[src/egl_pkg.sv]
package egl_pkg;

  // clock and frame timing
  localparam int          CLK_PERIOD_NS   = 20;
  localparam longint      CLK_HZ          = 64'd1_000_000_000 / 64'(CLK_PERIOD_NS);
  localparam longint      FPS_SCALE       = 64'd100;           // frame rate in 1/100 fps
  localparam logic [33:0] FRAME_ACC_LIMIT = 34'(CLK_HZ * FPS_SCALE);
  localparam logic [31:0] FPS_RST         = 32'h0000_09C4;     // 25.00 fps -> 40 ms

  // register byte offsets
  localparam logic [7:0] ADDR_CTRL     = 8'h00;
  localparam logic [7:0] ADDR_FPS      = 8'h04;
  localparam logic [7:0] ADDR_EXP_MAN  = 8'h08;
  localparam logic [7:0] ADDR_GAIN_MAN = 8'h0C;
  localparam logic [7:0] ADDR_EXP_MIN  = 8'h10;
  localparam logic [7:0] ADDR_EXP_MAX  = 8'h14;
  localparam logic [7:0] ADDR_GAIN_MIN = 8'h18;
  localparam logic [7:0] ADDR_GAIN_MAX = 8'h1C;
  localparam logic [7:0] ADDR_TARGET   = 8'h20;
  localparam logic [7:0] ADDR_OFS_MAX  = 8'h24;
  localparam logic [7:0] ADDR_TAP_OFS  = 8'h28;
  localparam logic [7:0] ADDR_PERIOD   = 8'h2C;
  localparam logic [7:0] ADDR_EXP_CUR  = 8'h30;
  localparam logic [7:0] ADDR_GAIN_CUR = 8'h34;
  localparam logic [7:0] ADDR_AVG      = 8'h38;
  localparam logic [7:0] ADDR_BLACK    = 8'h3C;

  // control and tap-offset field positions
  localparam int CTRL_AUTO      = 0;
  localparam int CTRL_EXP_SRC   = 1;
  localparam int CTRL_DEPTH_LO  = 2;
  localparam int CTRL_GAIN_STEP = 4;
  localparam int TAP_SEL_LO     = 16;

  // pixel depth codes and mosaic colour codes
  localparam logic [1:0] DEPTH_8  = 2'h0;
  localparam logic [1:0] DEPTH_12 = 2'h1;
  localparam logic [1:0] DEPTH_16 = 2'h2;
  localparam logic [1:0] CFA_G    = 2'h0;
  localparam logic [1:0] CFA_R    = 2'h1;
  localparam logic [1:0] CFA_B    = 2'h2;

  // reset values (gain in 0.1 dB units, exposure in clock cycles)
  localparam logic [31:0] EXP_RST      = 32'h0000_4E20;
  localparam logic [31:0] EXP_MIN_RST  = 32'h0000_0032;
  localparam logic [31:0] EXP_MAX_RST  = 32'h001E_8480;
  localparam logic [7:0]  GAIN_RST     = 8'h00;
  localparam logic [7:0]  GAIN_MAX_RST = 8'hF0;
  localparam logic [15:0] TARGET_RST   = 16'h8000;
  localparam logic [15:0] OFS_MAX_RST  = 16'h0FFF;
  localparam logic [15:0] LUMA_TOL     = 16'h0100;
  localparam int          EXP_SHIFT    = 3;
  localparam int          BLK_SHIFT    = 4;

  // discrete gain steps: 0, 1.6, 2.9, 4.1, 6.0, 7.6, 8.9, 10.1 dB
  localparam int          GAIN_NSTEP = 8;
  localparam logic [7:0]  GAIN_STEP_TAB [GAIN_NSTEP] =
    '{8'h00, 8'h10, 8'h1D, 8'h29, 8'h3C, 8'h4C, 8'h59, 8'h65};

  localparam int TAP_W = 2;

  typedef struct packed {
    logic             vld;
    logic             dark;
    logic [TAP_W-1:0] tap;
    logic [15:0]      data;
  } egl_pix_t;

  typedef struct packed {
    logic             vld;
    logic [TAP_W-1:0] tap;
    logic [1:0]       cfa;
    logic [15:0]      data;
  } egl_pix_out_t;

  typedef enum logic [2:0] {
    LS_IDLE = 3'b001,
    LS_DIV  = 3'b010,
    LS_ADJ  = 3'b100
  } egl_luma_st_t;

endpackage

[src/egl_tap_mem.sv]
`timescale 1ns/10ps
module egl_tap_mem
  import egl_pkg::*;
#(
  parameter int DEPTH = 4,
  parameter int WIDTH = 16
) (
  // clock
  input  wire logic                     clk_sys,
  input  wire logic                     ce,
  // write port
  input  wire logic                     we,
  input  wire logic [$clog2(DEPTH)-1:0] waddr,
  input  wire logic [WIDTH-1:0]         wdata,
  // read port, one cycle latency
  input  wire logic [$clog2(DEPTH)-1:0] raddr,
  output logic      [WIDTH-1:0]         rdata
);
  logic [WIDTH-1:0] mem [DEPTH];

  // no reset on the array so it maps to plain storage
  always_ff @(posedge clk_sys) begin
    if (ce) begin
      if (we) begin
        mem[waddr] <= wdata;
      end
      rdata <= mem[raddr];
    end
  end
endmodule // egl_tap_mem

[src/egl_ctrl.sv]
// The AXI4-Lite interface to the registers and the register addresses are this design's own decisions.
`timescale 1ns/10ps
module egl_ctrl
  import egl_pkg::*;
#(
  parameter int NTAPS = 4
) (
  // clock, reset, enable
  input  wire logic         clk_sys,
  input  wire logic         rstn,
  input  wire logic         ce,
  // axi4-lite slave
  input  wire logic [7:0]   s_axi_awaddr,
  input  wire logic         s_axi_awvalid,
  output logic              s_axi_awready,
  input  wire logic [31:0]  s_axi_wdata,
  input  wire logic [3:0]   s_axi_wstrb,
  input  wire logic         s_axi_wvalid,
  output logic              s_axi_wready,
  output logic [1:0]        s_axi_bresp,
  output logic              s_axi_bvalid,
  input  wire logic         s_axi_bready,
  input  wire logic [7:0]   s_axi_araddr,
  input  wire logic         s_axi_arvalid,
  output logic              s_axi_arready,
  output logic [31:0]       s_axi_rdata,
  output logic [1:0]        s_axi_rresp,
  output logic              s_axi_rvalid,
  input  wire logic         s_axi_rready,
  // sensor side
  input  wire logic         sen_fval,
  input  wire logic         sen_lval,
  input  wire egl_pix_t     sen_pix,
  input  wire logic         trig_in,
  // settings to sensor and pixel output
  output logic [31:0]       exp_time,
  output logic [7:0]        gain_db10,
  output logic              frame_tick,
  output egl_pix_out_t      pix_out
);
  logic rst_q1, rst_q2;
  logic [31:0] ctrl, fps, exp_man, exp_min, exp_max, tap_ofs_last, period_meas, period_cnt;
  logic [7:0]  gain_man, gain_min, gain_max, gain_pend;
  logic [15:0] target, ofs_max, blk, avg, tap_rd;
  logic [33:0] frame_acc;
  logic [31:0] exp_pend, trig_cnt, trig_width;
  logic        trig_q, aw_held, w_held;
  logic [7:0]  aw_addr;
  logic [31:0] w_data;
  logic [3:0]  w_strb;
  logic [1:0]  fv_q;
  logic        lv_q, row_odd, col_odd, p1_act;
  logic [1:0]  p1_cfa;
  egl_pix_t    p1;
  logic [39:0] sum, div_num;
  logic [23:0] pix_cnt, div_den;
  logic [24:0] div_rem;
  logic [5:0]  div_step;
  egl_luma_st_t ls;
  logic        frame_start, frame_end, wr_fire, tap_we;
  logic [24:0] next_rem;
  logic [16:0] ofs_sum;
  logic [15:0] ofs_app, corr;

  // byte-lane merge for register writes
  function automatic logic [31:0] wmerge(input logic [31:0] old, input logic [31:0] nw,
                                         input logic [3:0] strb);
    for (int i = 0; i < 4; i++) begin
      wmerge[8*i +: 8] = strb[i] ? nw[8*i +: 8] : old[8*i +: 8];
    end
  endfunction

  // next gain step up or down, table steps or 0.1 dB units
  function automatic logic [7:0] gain_move(input logic [7:0] g, input logic up,
                                           input logic stepped);
    gain_move = g;
    if (!stepped) begin
      gain_move = up ? g + 8'h01 : g - 8'h01;
    end else if (up) begin
      for (int i = GAIN_NSTEP - 1; i >= 0; i--) begin
        if (GAIN_STEP_TAB[i] > g) gain_move = GAIN_STEP_TAB[i];
      end
    end else begin
      for (int i = 0; i < GAIN_NSTEP; i++) begin
        if (GAIN_STEP_TAB[i] < g) gain_move = GAIN_STEP_TAB[i];
      end
    end
  endfunction

  // the rest of the design runs on the synchronised copy of the reset
  always_ff @(posedge clk_sys or negedge rstn) begin
    if (!rstn) begin
      rst_q1 <= 1'b0;
      rst_q2 <= 1'b0;
    end else begin
      rst_q1 <= 1'b1;
      rst_q2 <= rst_q1;
    end
  end

  assign frame_start = fv_q[0] & ~fv_q[1];
  assign frame_end   = ~fv_q[0] & fv_q[1];
  assign wr_fire     = aw_held & w_held & ~s_axi_bvalid;
  assign tap_we      = wr_fire & (aw_addr == ADDR_TAP_OFS);

  // write channel: address and data taken in either order, response after both
  always_ff @(posedge clk_sys or negedge rst_q2) begin
    if (!rst_q2) begin
      aw_held       <= 1'b0;
      w_held        <= 1'b0;
      aw_addr       <= 8'h00;
      w_data        <= 32'h0;
      w_strb        <= 4'h0;
      s_axi_awready <= 1'b1;
      s_axi_wready  <= 1'b1;
      s_axi_bvalid  <= 1'b0;
      s_axi_bresp   <= 2'b00;
    end else if (ce) begin
      if (s_axi_awvalid && s_axi_awready) begin
        aw_held       <= 1'b1;
        aw_addr       <= s_axi_awaddr;
        s_axi_awready <= 1'b0;
      end
      if (s_axi_wvalid && s_axi_wready) begin
        w_held       <= 1'b1;
        w_data       <= s_axi_wdata;
        w_strb       <= s_axi_wstrb;
        s_axi_wready <= 1'b0;
      end
      if (wr_fire) begin
        aw_held      <= 1'b0;
        w_held       <= 1'b0;
        s_axi_bvalid <= 1'b1;
        // status words and holes answer slverr
        s_axi_bresp  <= (aw_addr[1:0] == 2'b00 && aw_addr <= ADDR_TAP_OFS) ? 2'b00 : 2'b10;
      end
      if (s_axi_bvalid && s_axi_bready) begin
        s_axi_bvalid  <= 1'b0;
        s_axi_awready <= 1'b1;
        s_axi_wready  <= 1'b1;
      end
    end
  end

  // software-writable settings
  always_ff @(posedge clk_sys or negedge rst_q2) begin
    if (!rst_q2) begin
      ctrl         <= 32'h0;
      fps          <= FPS_RST;
      exp_man      <= EXP_RST;
      gain_man     <= GAIN_RST;
      exp_min      <= EXP_MIN_RST;
      exp_max      <= EXP_MAX_RST;
      gain_min     <= GAIN_RST;
      gain_max     <= GAIN_MAX_RST;
      target       <= TARGET_RST;
      ofs_max      <= OFS_MAX_RST;
      tap_ofs_last <= 32'h0;
    end else if (ce && wr_fire) begin
      case (aw_addr)
        ADDR_CTRL:     ctrl <= wmerge(ctrl, w_data, w_strb);
        ADDR_FPS:      fps <= wmerge(fps, w_data, w_strb);
        ADDR_EXP_MAN:  exp_man <= wmerge(exp_man, w_data, w_strb);
        ADDR_GAIN_MAN: gain_man <= w_strb[0] ? w_data[7:0] : gain_man;
        ADDR_EXP_MIN:  exp_min <= wmerge(exp_min, w_data, w_strb);
        ADDR_EXP_MAX:  exp_max <= wmerge(exp_max, w_data, w_strb);
        ADDR_GAIN_MIN: gain_min <= w_strb[0] ? w_data[7:0] : gain_min;
        ADDR_GAIN_MAX: gain_max <= w_strb[0] ? w_data[7:0] : gain_max;
        ADDR_TARGET:   target <= {w_strb[1] ? w_data[15:8] : target[15:8],
                                  w_strb[0] ? w_data[7:0] : target[7:0]};
        ADDR_OFS_MAX:  ofs_max <= {w_strb[1] ? w_data[15:8] : ofs_max[15:8],
                                   w_strb[0] ? w_data[7:0] : ofs_max[7:0]};
        ADDR_TAP_OFS:  tap_ofs_last <= w_data;
        default:       ctrl <= ctrl;
      endcase
    end
  end

  // read channel: answer one cycle after the address is taken
  always_ff @(posedge clk_sys or negedge rst_q2) begin
    if (!rst_q2) begin
      s_axi_arready <= 1'b1;
      s_axi_rvalid  <= 1'b0;
      s_axi_rdata   <= 32'h0;
      s_axi_rresp   <= 2'b00;
    end else if (ce) begin
      if (s_axi_arvalid && s_axi_arready) begin
        s_axi_arready <= 1'b0;
        s_axi_rvalid  <= 1'b1;
        s_axi_rresp   <= 2'b00;
        case (s_axi_araddr)
          ADDR_CTRL:     s_axi_rdata <= ctrl;
          ADDR_FPS:      s_axi_rdata <= fps;
          ADDR_EXP_MAN:  s_axi_rdata <= exp_man;
          ADDR_GAIN_MAN: s_axi_rdata <= {24'h0, gain_man};
          ADDR_EXP_MIN:  s_axi_rdata <= exp_min;
          ADDR_EXP_MAX:  s_axi_rdata <= exp_max;
          ADDR_GAIN_MIN: s_axi_rdata <= {24'h0, gain_min};
          ADDR_GAIN_MAX: s_axi_rdata <= {24'h0, gain_max};
          ADDR_TARGET:   s_axi_rdata <= {16'h0, target};
          ADDR_OFS_MAX:  s_axi_rdata <= {16'h0, ofs_max};
          ADDR_TAP_OFS:  s_axi_rdata <= tap_ofs_last;
          ADDR_PERIOD:   s_axi_rdata <= period_meas;
          ADDR_EXP_CUR:  s_axi_rdata <= exp_time;
          ADDR_GAIN_CUR: s_axi_rdata <= {24'h0, gain_db10};
          ADDR_AVG:      s_axi_rdata <= {16'h0, avg};
          ADDR_BLACK:    s_axi_rdata <= {16'h0, blk};
          default: begin
            s_axi_rdata <= 32'h0;
            s_axi_rresp <= 2'b10;
          end
        endcase
      end else if (s_axi_rvalid && s_axi_rready) begin
        s_axi_rvalid  <= 1'b0;
        s_axi_arready <= 1'b1;
      end
    end
  end

  // phase accumulator: adds the rate each cycle, ticks on every clk_hz*100 crossed,
  // so the mean tick spacing is exactly the reciprocal without a divider
  always_ff @(posedge clk_sys or negedge rst_q2) begin
    if (!rst_q2) begin
      frame_acc   <= 34'h0;
      frame_tick  <= 1'b0;
      period_cnt  <= 32'h0;
      period_meas <= 32'h0;
    end else if (ce) begin
      frame_tick <= 1'b0;
      period_cnt <= period_cnt + 32'h1;
      if (frame_acc + {2'b00, fps} >= FRAME_ACC_LIMIT) begin
        frame_acc   <= frame_acc + {2'b00, fps} - FRAME_ACC_LIMIT;
        frame_tick  <= 1'b1;
        period_meas <= period_cnt + 32'h1;
        period_cnt  <= 32'h0;
      end else begin
        frame_acc <= frame_acc + {2'b00, fps};
      end
    end
  end

  // trigger pulse width in cycles, caught at the falling edge
  always_ff @(posedge clk_sys or negedge rst_q2) begin
    if (!rst_q2) begin
      trig_q     <= 1'b0;
      trig_cnt   <= 32'h0;
      trig_width <= EXP_RST;
    end else if (ce) begin
      trig_q <= trig_in;
      if (trig_in) begin
        trig_cnt <= trig_q ? trig_cnt + 32'h1 : 32'h1;
      end else if (trig_q) begin
        trig_width <= trig_cnt;
      end
    end
  end

  // line and column parity for the mosaic order
  always_ff @(posedge clk_sys or negedge rst_q2) begin
    if (!rst_q2) begin
      fv_q    <= 2'b00;
      lv_q    <= 1'b0;
      row_odd <= 1'b0;
      col_odd <= 1'b0;
    end else if (ce) begin
      fv_q <= {fv_q[0], sen_fval};
      lv_q <= sen_lval;
      if (!sen_fval) begin
        row_odd <= 1'b0;
      end else if (lv_q && !sen_lval) begin
        row_odd <= ~row_odd;
      end
      if (!sen_lval) begin
        col_odd <= 1'b0;
      end else if (sen_pix.vld && !sen_pix.dark) begin
        col_odd <= ~col_odd;
      end
    end
  end

  // stage one: hold the pixel while the tap offset is read
  always_ff @(posedge clk_sys or negedge rst_q2) begin
    if (!rst_q2) begin
      p1     <= '0;
      p1_cfa <= CFA_G;
      p1_act <= 1'b0;
    end else if (ce) begin
      p1     <= sen_pix;
      p1_act <= sen_pix.vld & ~sen_pix.dark & sen_fval & sen_lval;
      p1_cfa <= row_odd ? (col_odd ? CFA_G : CFA_B) : (col_odd ? CFA_R : CFA_G);
    end
  end

  egl_tap_mem #(
    .DEPTH (NTAPS),
    .WIDTH (16)
  ) u_tap_mem (
    .clk_sys (clk_sys),
    .ce      (ce),
    .we      (tap_we),
    .waddr   (w_data[TAP_SEL_LO +: TAP_W]),
    .wdata   (w_data[15:0]),
    .raddr   (sen_pix.tap),
    .rdata   (tap_rd)
  );

  // offset is black level plus the pixel's own tap trim, limited to the maximum
  assign ofs_sum = {1'b0, blk} + {1'b0, tap_rd};
  assign ofs_app = (ofs_sum > {1'b0, ofs_max}) ? ofs_max : ofs_sum[15:0];
  assign corr    = (p1.data > ofs_app) ? p1.data - ofs_app : 16'h0;

  // stage two: raw output, one value per pixel, no colour reconstruction
  always_ff @(posedge clk_sys or negedge rst_q2) begin
    if (!rst_q2) begin
      pix_out <= '0;
    end else if (ce) begin
      pix_out.vld <= p1_act;
      pix_out.tap <= p1.tap;
      pix_out.cfa <= p1_cfa;
      case (ctrl[CTRL_DEPTH_LO +: 2])
        DEPTH_8:  pix_out.data <= {8'h00, corr[15:8]};
        DEPTH_12: pix_out.data <= {4'h0, corr[15:4]};
        default:  pix_out.data <= corr;
      endcase
    end
  end

  // black level follows the dark pixels with a 1/16 leaky average
  always_ff @(posedge clk_sys or negedge rst_q2) begin
    if (!rst_q2) begin
      blk <= 16'h0;
    end else if (ce && p1.vld && p1.dark) begin
      blk <= 16'(17'(blk) + 17'($signed({1'b0, p1.data} - {1'b0, blk}) >>> BLK_SHIFT));
    end
  end

  // brightness sum over the active pixels of the frame
  always_ff @(posedge clk_sys or negedge rst_q2) begin
    if (!rst_q2) begin
      sum     <= 40'h0;
      pix_cnt <= 24'h0;
    end else if (ce) begin
      if (frame_start) begin
        sum     <= 40'h0;
        pix_cnt <= 24'h0;
      end else if (p1_act) begin
        sum     <= sum + {24'h0, corr};
        pix_cnt <= pix_cnt + 24'h1;
      end
    end
  end

  assign next_rem = {div_rem[23:0], div_num[39]};

  // luminance loop: divide for the mean, then move exposure or gain one step
  always_ff @(posedge clk_sys or negedge rst_q2) begin
    if (!rst_q2) begin
      ls        <= LS_IDLE;
      div_num   <= 40'h0;
      div_den   <= 24'h0;
      div_rem   <= 25'h0;
      div_step  <= 6'h0;
      avg       <= 16'h0;
      exp_pend  <= EXP_RST;
      gain_pend <= GAIN_RST;
    end else if (ce) begin
      case (ls)
        LS_IDLE: begin
          if (frame_end && pix_cnt != 24'h0) begin
            div_num  <= sum;
            div_den  <= pix_cnt;
            div_rem  <= 25'h0;
            div_step <= 6'd40;
            ls       <= LS_DIV;
          end
        end
        LS_DIV: begin
          // restoring division, one quotient bit per cycle
          if (next_rem >= {1'b0, div_den}) begin
            div_rem <= next_rem - {1'b0, div_den};
            div_num <= {div_num[38:0], 1'b1};
          end else begin
            div_rem <= next_rem;
            div_num <= {div_num[38:0], 1'b0};
          end
          div_step <= div_step - 6'h1;
          if (div_step == 6'h1) begin
            ls <= LS_ADJ;
          end
        end
        LS_ADJ: begin
          avg <= (|div_num[39:16]) ? 16'hFFFF : div_num[15:0];
          ls  <= LS_IDLE;
          if (ctrl[CTRL_AUTO]) begin
            // gain is the last resort since it also amplifies noise
            if (17'(div_num[15:0]) + 17'(LUMA_TOL) < 17'(target)) begin
              if (exp_pend < exp_max) begin
                exp_pend <= (exp_pend + (exp_pend >> EXP_SHIFT) + 32'h1 > exp_max) ?
                            exp_max : exp_pend + (exp_pend >> EXP_SHIFT) + 32'h1;
              end else if (gain_move(gain_pend, 1'b1, ctrl[CTRL_GAIN_STEP]) <= gain_max) begin
                gain_pend <= gain_move(gain_pend, 1'b1, ctrl[CTRL_GAIN_STEP]);
              end
            end else if (17'(div_num[15:0]) > 17'(target) + 17'(LUMA_TOL)) begin
              if (exp_pend > exp_min) begin
                exp_pend <= (exp_pend - (exp_pend >> EXP_SHIFT) - 32'h1 < exp_min) ?
                            exp_min : exp_pend - (exp_pend >> EXP_SHIFT) - 32'h1;
              end else if (gain_pend > gain_min &&
                           gain_move(gain_pend, 1'b0, ctrl[CTRL_GAIN_STEP]) >= gain_min) begin
                gain_pend <= gain_move(gain_pend, 1'b0, ctrl[CTRL_GAIN_STEP]);
              end
            end
          end else begin
            // loop restarts from the manual settings when enabled
            exp_pend  <= exp_man;
            gain_pend <= gain_man;
          end
        end
        default: ls <= LS_IDLE;
      endcase
    end
  end

  // settings reach the sensor only at a frame start, never mid-frame
  always_ff @(posedge clk_sys or negedge rst_q2) begin
    if (!rst_q2) begin
      exp_time  <= EXP_RST;
      gain_db10 <= GAIN_RST;
    end else if (ce && frame_start) begin
      if (ctrl[CTRL_AUTO]) begin
        exp_time  <= exp_pend;
        gain_db10 <= gain_pend;
      end else begin
        exp_time  <= ctrl[CTRL_EXP_SRC] ? trig_width : exp_man;
        gain_db10 <= gain_man;
      end
    end
  end
endmodule // egl_ctrl

[config.mk]
export PLATFORM = sky130hd
export DESIGN_NAME = egl_ctrl
export DESIGN_NICKNAME = d
export VERILOG_FILES = /design/src/egl_pkg.sv /design/src/egl_tap_mem.sv /design/src/egl_ctrl.sv
export SDC_FILE = /design/constraint.sdc
export NUM_CORES = 2
export LEC_CHECK = 0
export ABC_AREA = 1
export BUFFER_PORTS_ARGS = -buffer_cell sky130_fd_sc_hd__buf_4
export CAP_MARGIN = 40
export CORE_MARGIN = 3
export CORE_UTILIZATION = 30
export CTS_BUF_LIST = sky130_fd_sc_hd__clkbuf_4
export DETAILED_ROUTE_END_ITERATION = 8
export PLACE_DENSITY = 0.46
export SYNTH_ARGS = -nofsm -noshare
export SYNTH_HDL_FRONTEND = slang
export SYNTH_SLANG_ARGS = --single-unit
[constraint.sdc]
create_clock -name clk_sys -period 56.1 [get_ports clk_sys]
set_input_delay 0 -clock clk_sys [delete_from_list [all_inputs] [get_ports clk_sys]]
set_output_delay 0 -clock clk_sys [all_outputs]
set_load 0.01 [all_outputs]
==> results.sh <==
export IMPL_outcome="finished clean"
export IMPL_hold_class="in2reg"
export IMPL_clock_path_buffers=4
export IMPL_criticalPathCategory="reg2reg"
export IMPL_maxSlewViolCount=0
export IMPL_critPathLaunchType="flop"
export IMPL_syn2layout_area_growth_pct=18.5
export IMPL_final_common_cell="nand2_1"
export IMPL_finalWirelength_mm=230
export IMPL_max_stage_delay_ps=420
export IMPL_vias=55724
export IMPL_ctsResizeCount=0
export IMPL_total_power_mw=3.52
export IMPL_fin_area_um2=69100
export IMPL_start_util_pct=30.2
export IMPL_seq_area_frac_synth_pct=39.5
export IMPL_fin_crit_sh_pct=15.0
export IMPL_die_x_um=447
export IMPL_pwr_share_clk_pct=19.4
export IMPL_ys_ff_latch=901
export IMPL_crit_arrival_ps=9600
export IMPL_crit_path_end_kind="flop"
export IMPL_p_leak_nw=32.5
export IMPL_vdd_drop_max_uv=63.9
export IMPL_dieArea_um2=200000
export IMPL_grt_pass1_vias=54209
export IMPL_clk_latency_ps=1310
export IMPL_dp_hpwl_mm=173
export IMPL_p_switching_mw=1.75
export IMPL_finalSetupTns_ps=0
export IMPL_worst_path_most_repeated_cell="nand2_1"
export IMPL_maxCapViolCount=0
export IMPL_overflow=0
export IMPL_vias_per_cell=4.99
export IMPL_ys_types=71
export IMPL_path_clk_slew_ps=70
export IMPL_power_density_nw_per_um2=51.0
export IMPL_grt_use_total_pct=22.7
export IMPL_ioPinCount=186
export IMPL_post_route_util_pct=35.8
export IMPL_internal_power_mw=1.77
export IMPL_grt_max_degree=155
export IMPL_clock_fmax_ghz=0.119
export IMPL_syn_inst=7854
export IMPL_ant_nets=0
export IMPL_pwr_share_comb_pct=55.4
export IMPL_finalSetupViolations=0
export IMPL_dp_worst_setup_slack_ps=47710
export IMPL_cts_root_buf="clkbuf_4"
export IMPL_syn_area_per_cell_um2=7.42
export IMPL_critPathRequiredTime_ps=57270
export IMPL_hold_violations=0
export IMPL_core_area_um2=193000
export IMPL_period_needed_ps=8430
export IMPL_seq_power_share_pct=25.1
export IMPL_cts_htree_levels=5
export IMPL_wl_per_cell_um=20.6
export IMPL_synth_edf_count=80
export IMPL_final_setup_worst_slack_ps=47670
export IMPL_rows=161
export IMPL_dpl_cell_area_um2=62600
export IMPL_drive_above_1_share_pct=10.5
export IMPL_fin_nets=8901
export IMPL_die_y_um=447
export IMPL_syn_area_um2=58300
export IMPL_drc=0
export IMPL_synth_ff_type="dfrtp_1"
export IMPL_stdcell_count=11162
export IMPL_relSlewSlack_pct=35.2
export IMPL_skew_ps=121
export IMPL_worstPathMaxFanout=30
export IMPL_cts_buffers=294
export IMPL_antenna_found_initial=4
export IMPL_drt_iter0_drc=4146
export IMPL_netSwitchingFraction_pct=49.8
export IMPL_slowest_stage="dfrtp_1"
export IMPL_placed_cells=10366
export IMPL_io_buffers=183
export IMPL_worst_slew_pin_slew_ps=965
export IMPL_firstDrtPassIters=6
export IMPL_grt_pass1_wl_mm=345
export IMPL_whs_ps=179
export IMPL_rsz0062_at_grt="no"
export IMPL_layout_common_cells="nand2_1, inv_1, o21ai_0"
export IMPL_cts_tree="yes"
export IMPL_synthArstFlopShare_pct=91.1
export IMPL_gp_congestion=0.925
export IMPL_cts_num_sinks=901
export IMPL_yosys_warnings=0
==> what timing repair did <==
| action | CTS | global route |
|---|---|---|
| endpoints found under the hold margin | 389 | 0 |
| setup buffers | 0 | 0 |
| hold buffers | 285 | 0 |
| endpoints found under the setup margin | 0 | 0 |
==> cell usage after synthesis, types with 6 or more instances <==
cell	instances	area, um^2
o31ai_4	10	213
a22o_1	7	61.3
nor2_1	481	1810
clkbuf_1	234	878
dfrtp_1	765	19100
a21boi_0	8	60.1
nand2_2	20	125
a31oi_1	44	275
nor4_1	47	294
o21bai_1	12	90.1
o221ai_1	20	175
dfstp_2	56	1470
or2_2	11	68.8
a21o_1	14	105
edfxtp_1	80	2400
inv_2	14	52.6
a221oi_1	56	490
o31ai_2	6	75.1
o31ai_1	14	105
mux2_2	7	78.8
xor2_1	125	1090
nand2_1	2176	8170
buf_1	19	71.3
ha_1	388	4850
o22ai_1	87	544
o211ai_1	51	383
clkinv_1	10	37.5
nand3_2	16	160
o21ai_1	42	210
o2111ai_1	14	123
xnor2_1	40	350
fa_1	8	160
inv_1	954	3580
nand3_1	397	1990
o21ai_0	841	4210
nand3b_1	10	75.1
a21oi_1	439	2200
nor2_2	18	113
buf_2	15	75.1
o21a_1	12	90.1
a211oi_1	12	90.1
nand4_1	89	557
nor3_1	121	606
==> sequential cells by signal, summed over array words and instances, names as in the netlist, 34 cells and up <==
register,cells
sum,40
frame_acc,34
u_tap_mem.mem,64
div_num,40
==> cell type report <==
class | count | area (um^2)
Fill cell | 20659 | 124000
Multi-Input combinational cell | 5696 | 30600
Antenna cell | 10 | 25.0
Clock inverter | 72 | 363
Timing Repair Buffer | 551 | 5080
Inverter | 978 | 3680
Sequential cell | 901 | 23000
Tap cell | 2526 | 3160
Clock buffer | 428 | 3210
==> power by group through the flow <==
stage / Sequential [mW] / Clock, mW / Combinational, mW
floorplan: 0.863 / 0 / 1.35
global placement: 0.895 / 0 / 1.89
detailed placement: 0.897 / 0 / 1.92
CTS: 0.885 / 0.713 / 1.96
global route: 0.899 / 0.749 / 2.21
finish: 0.885 / 0.685 / 1.95
==> critical path, delay by kind of cell, from the launching register on <==
kind | cells | cell delay (ps)
adder cells (fa/ha/maj) | 6 | 1900
AO/OA/AOI/OAI | 11 | 1870
AND/OR/NAND/NOR | 32 | 3260
flip-flops | 1 | 420
XOR/XNOR | 1 | 250
buffers and inverters | 4 | 600
==> metal layers <==
layer  track usage [%]  routed length [um]  up-vias
li1                  -                   -    27400
met1              28.9              100000    26491
met2              38.5              110000     1397
met3              2.87                9230      436
met4              9.95               10400        0
met5                 0                   0        -
==> path summary, 6_finish.rpt <==
kind                                       from  depth (start not counted)            end  slack (ps)
worst min register to register           rst_q2                          0  frame_acc[33]         320
min in group asynchronous                rst_q2                          0  frame_acc[33]         320
worst min-delay path            s_axi_wdata[31]                          5     w_data[31]         180
worst max-delay path                     blk[0]                         54        sum[29]       47670
worst max register to register           blk[0]                         54        sum[29]       47670
max in group asynchronous                rst_q2                          6  trig_width[5]       51710
==> cell families (layout without fill, tap and decap cells) <==
kind of cell    count (synthesis)  in the layout  share of synthesized area, %
compound gates               1717           1717                          16.7
xor+xnor                      166            166                          2.51
fa+ha+maj                     396            396                          8.60
buf+inv                      1258           2029                          8.27
flops                         901            901                          39.5
mux                             7              7                         0.135
other cells                     2             13                        0.0129
simple gates                 3407           3407                          24.3
Power figures use the tool's default switching activity.
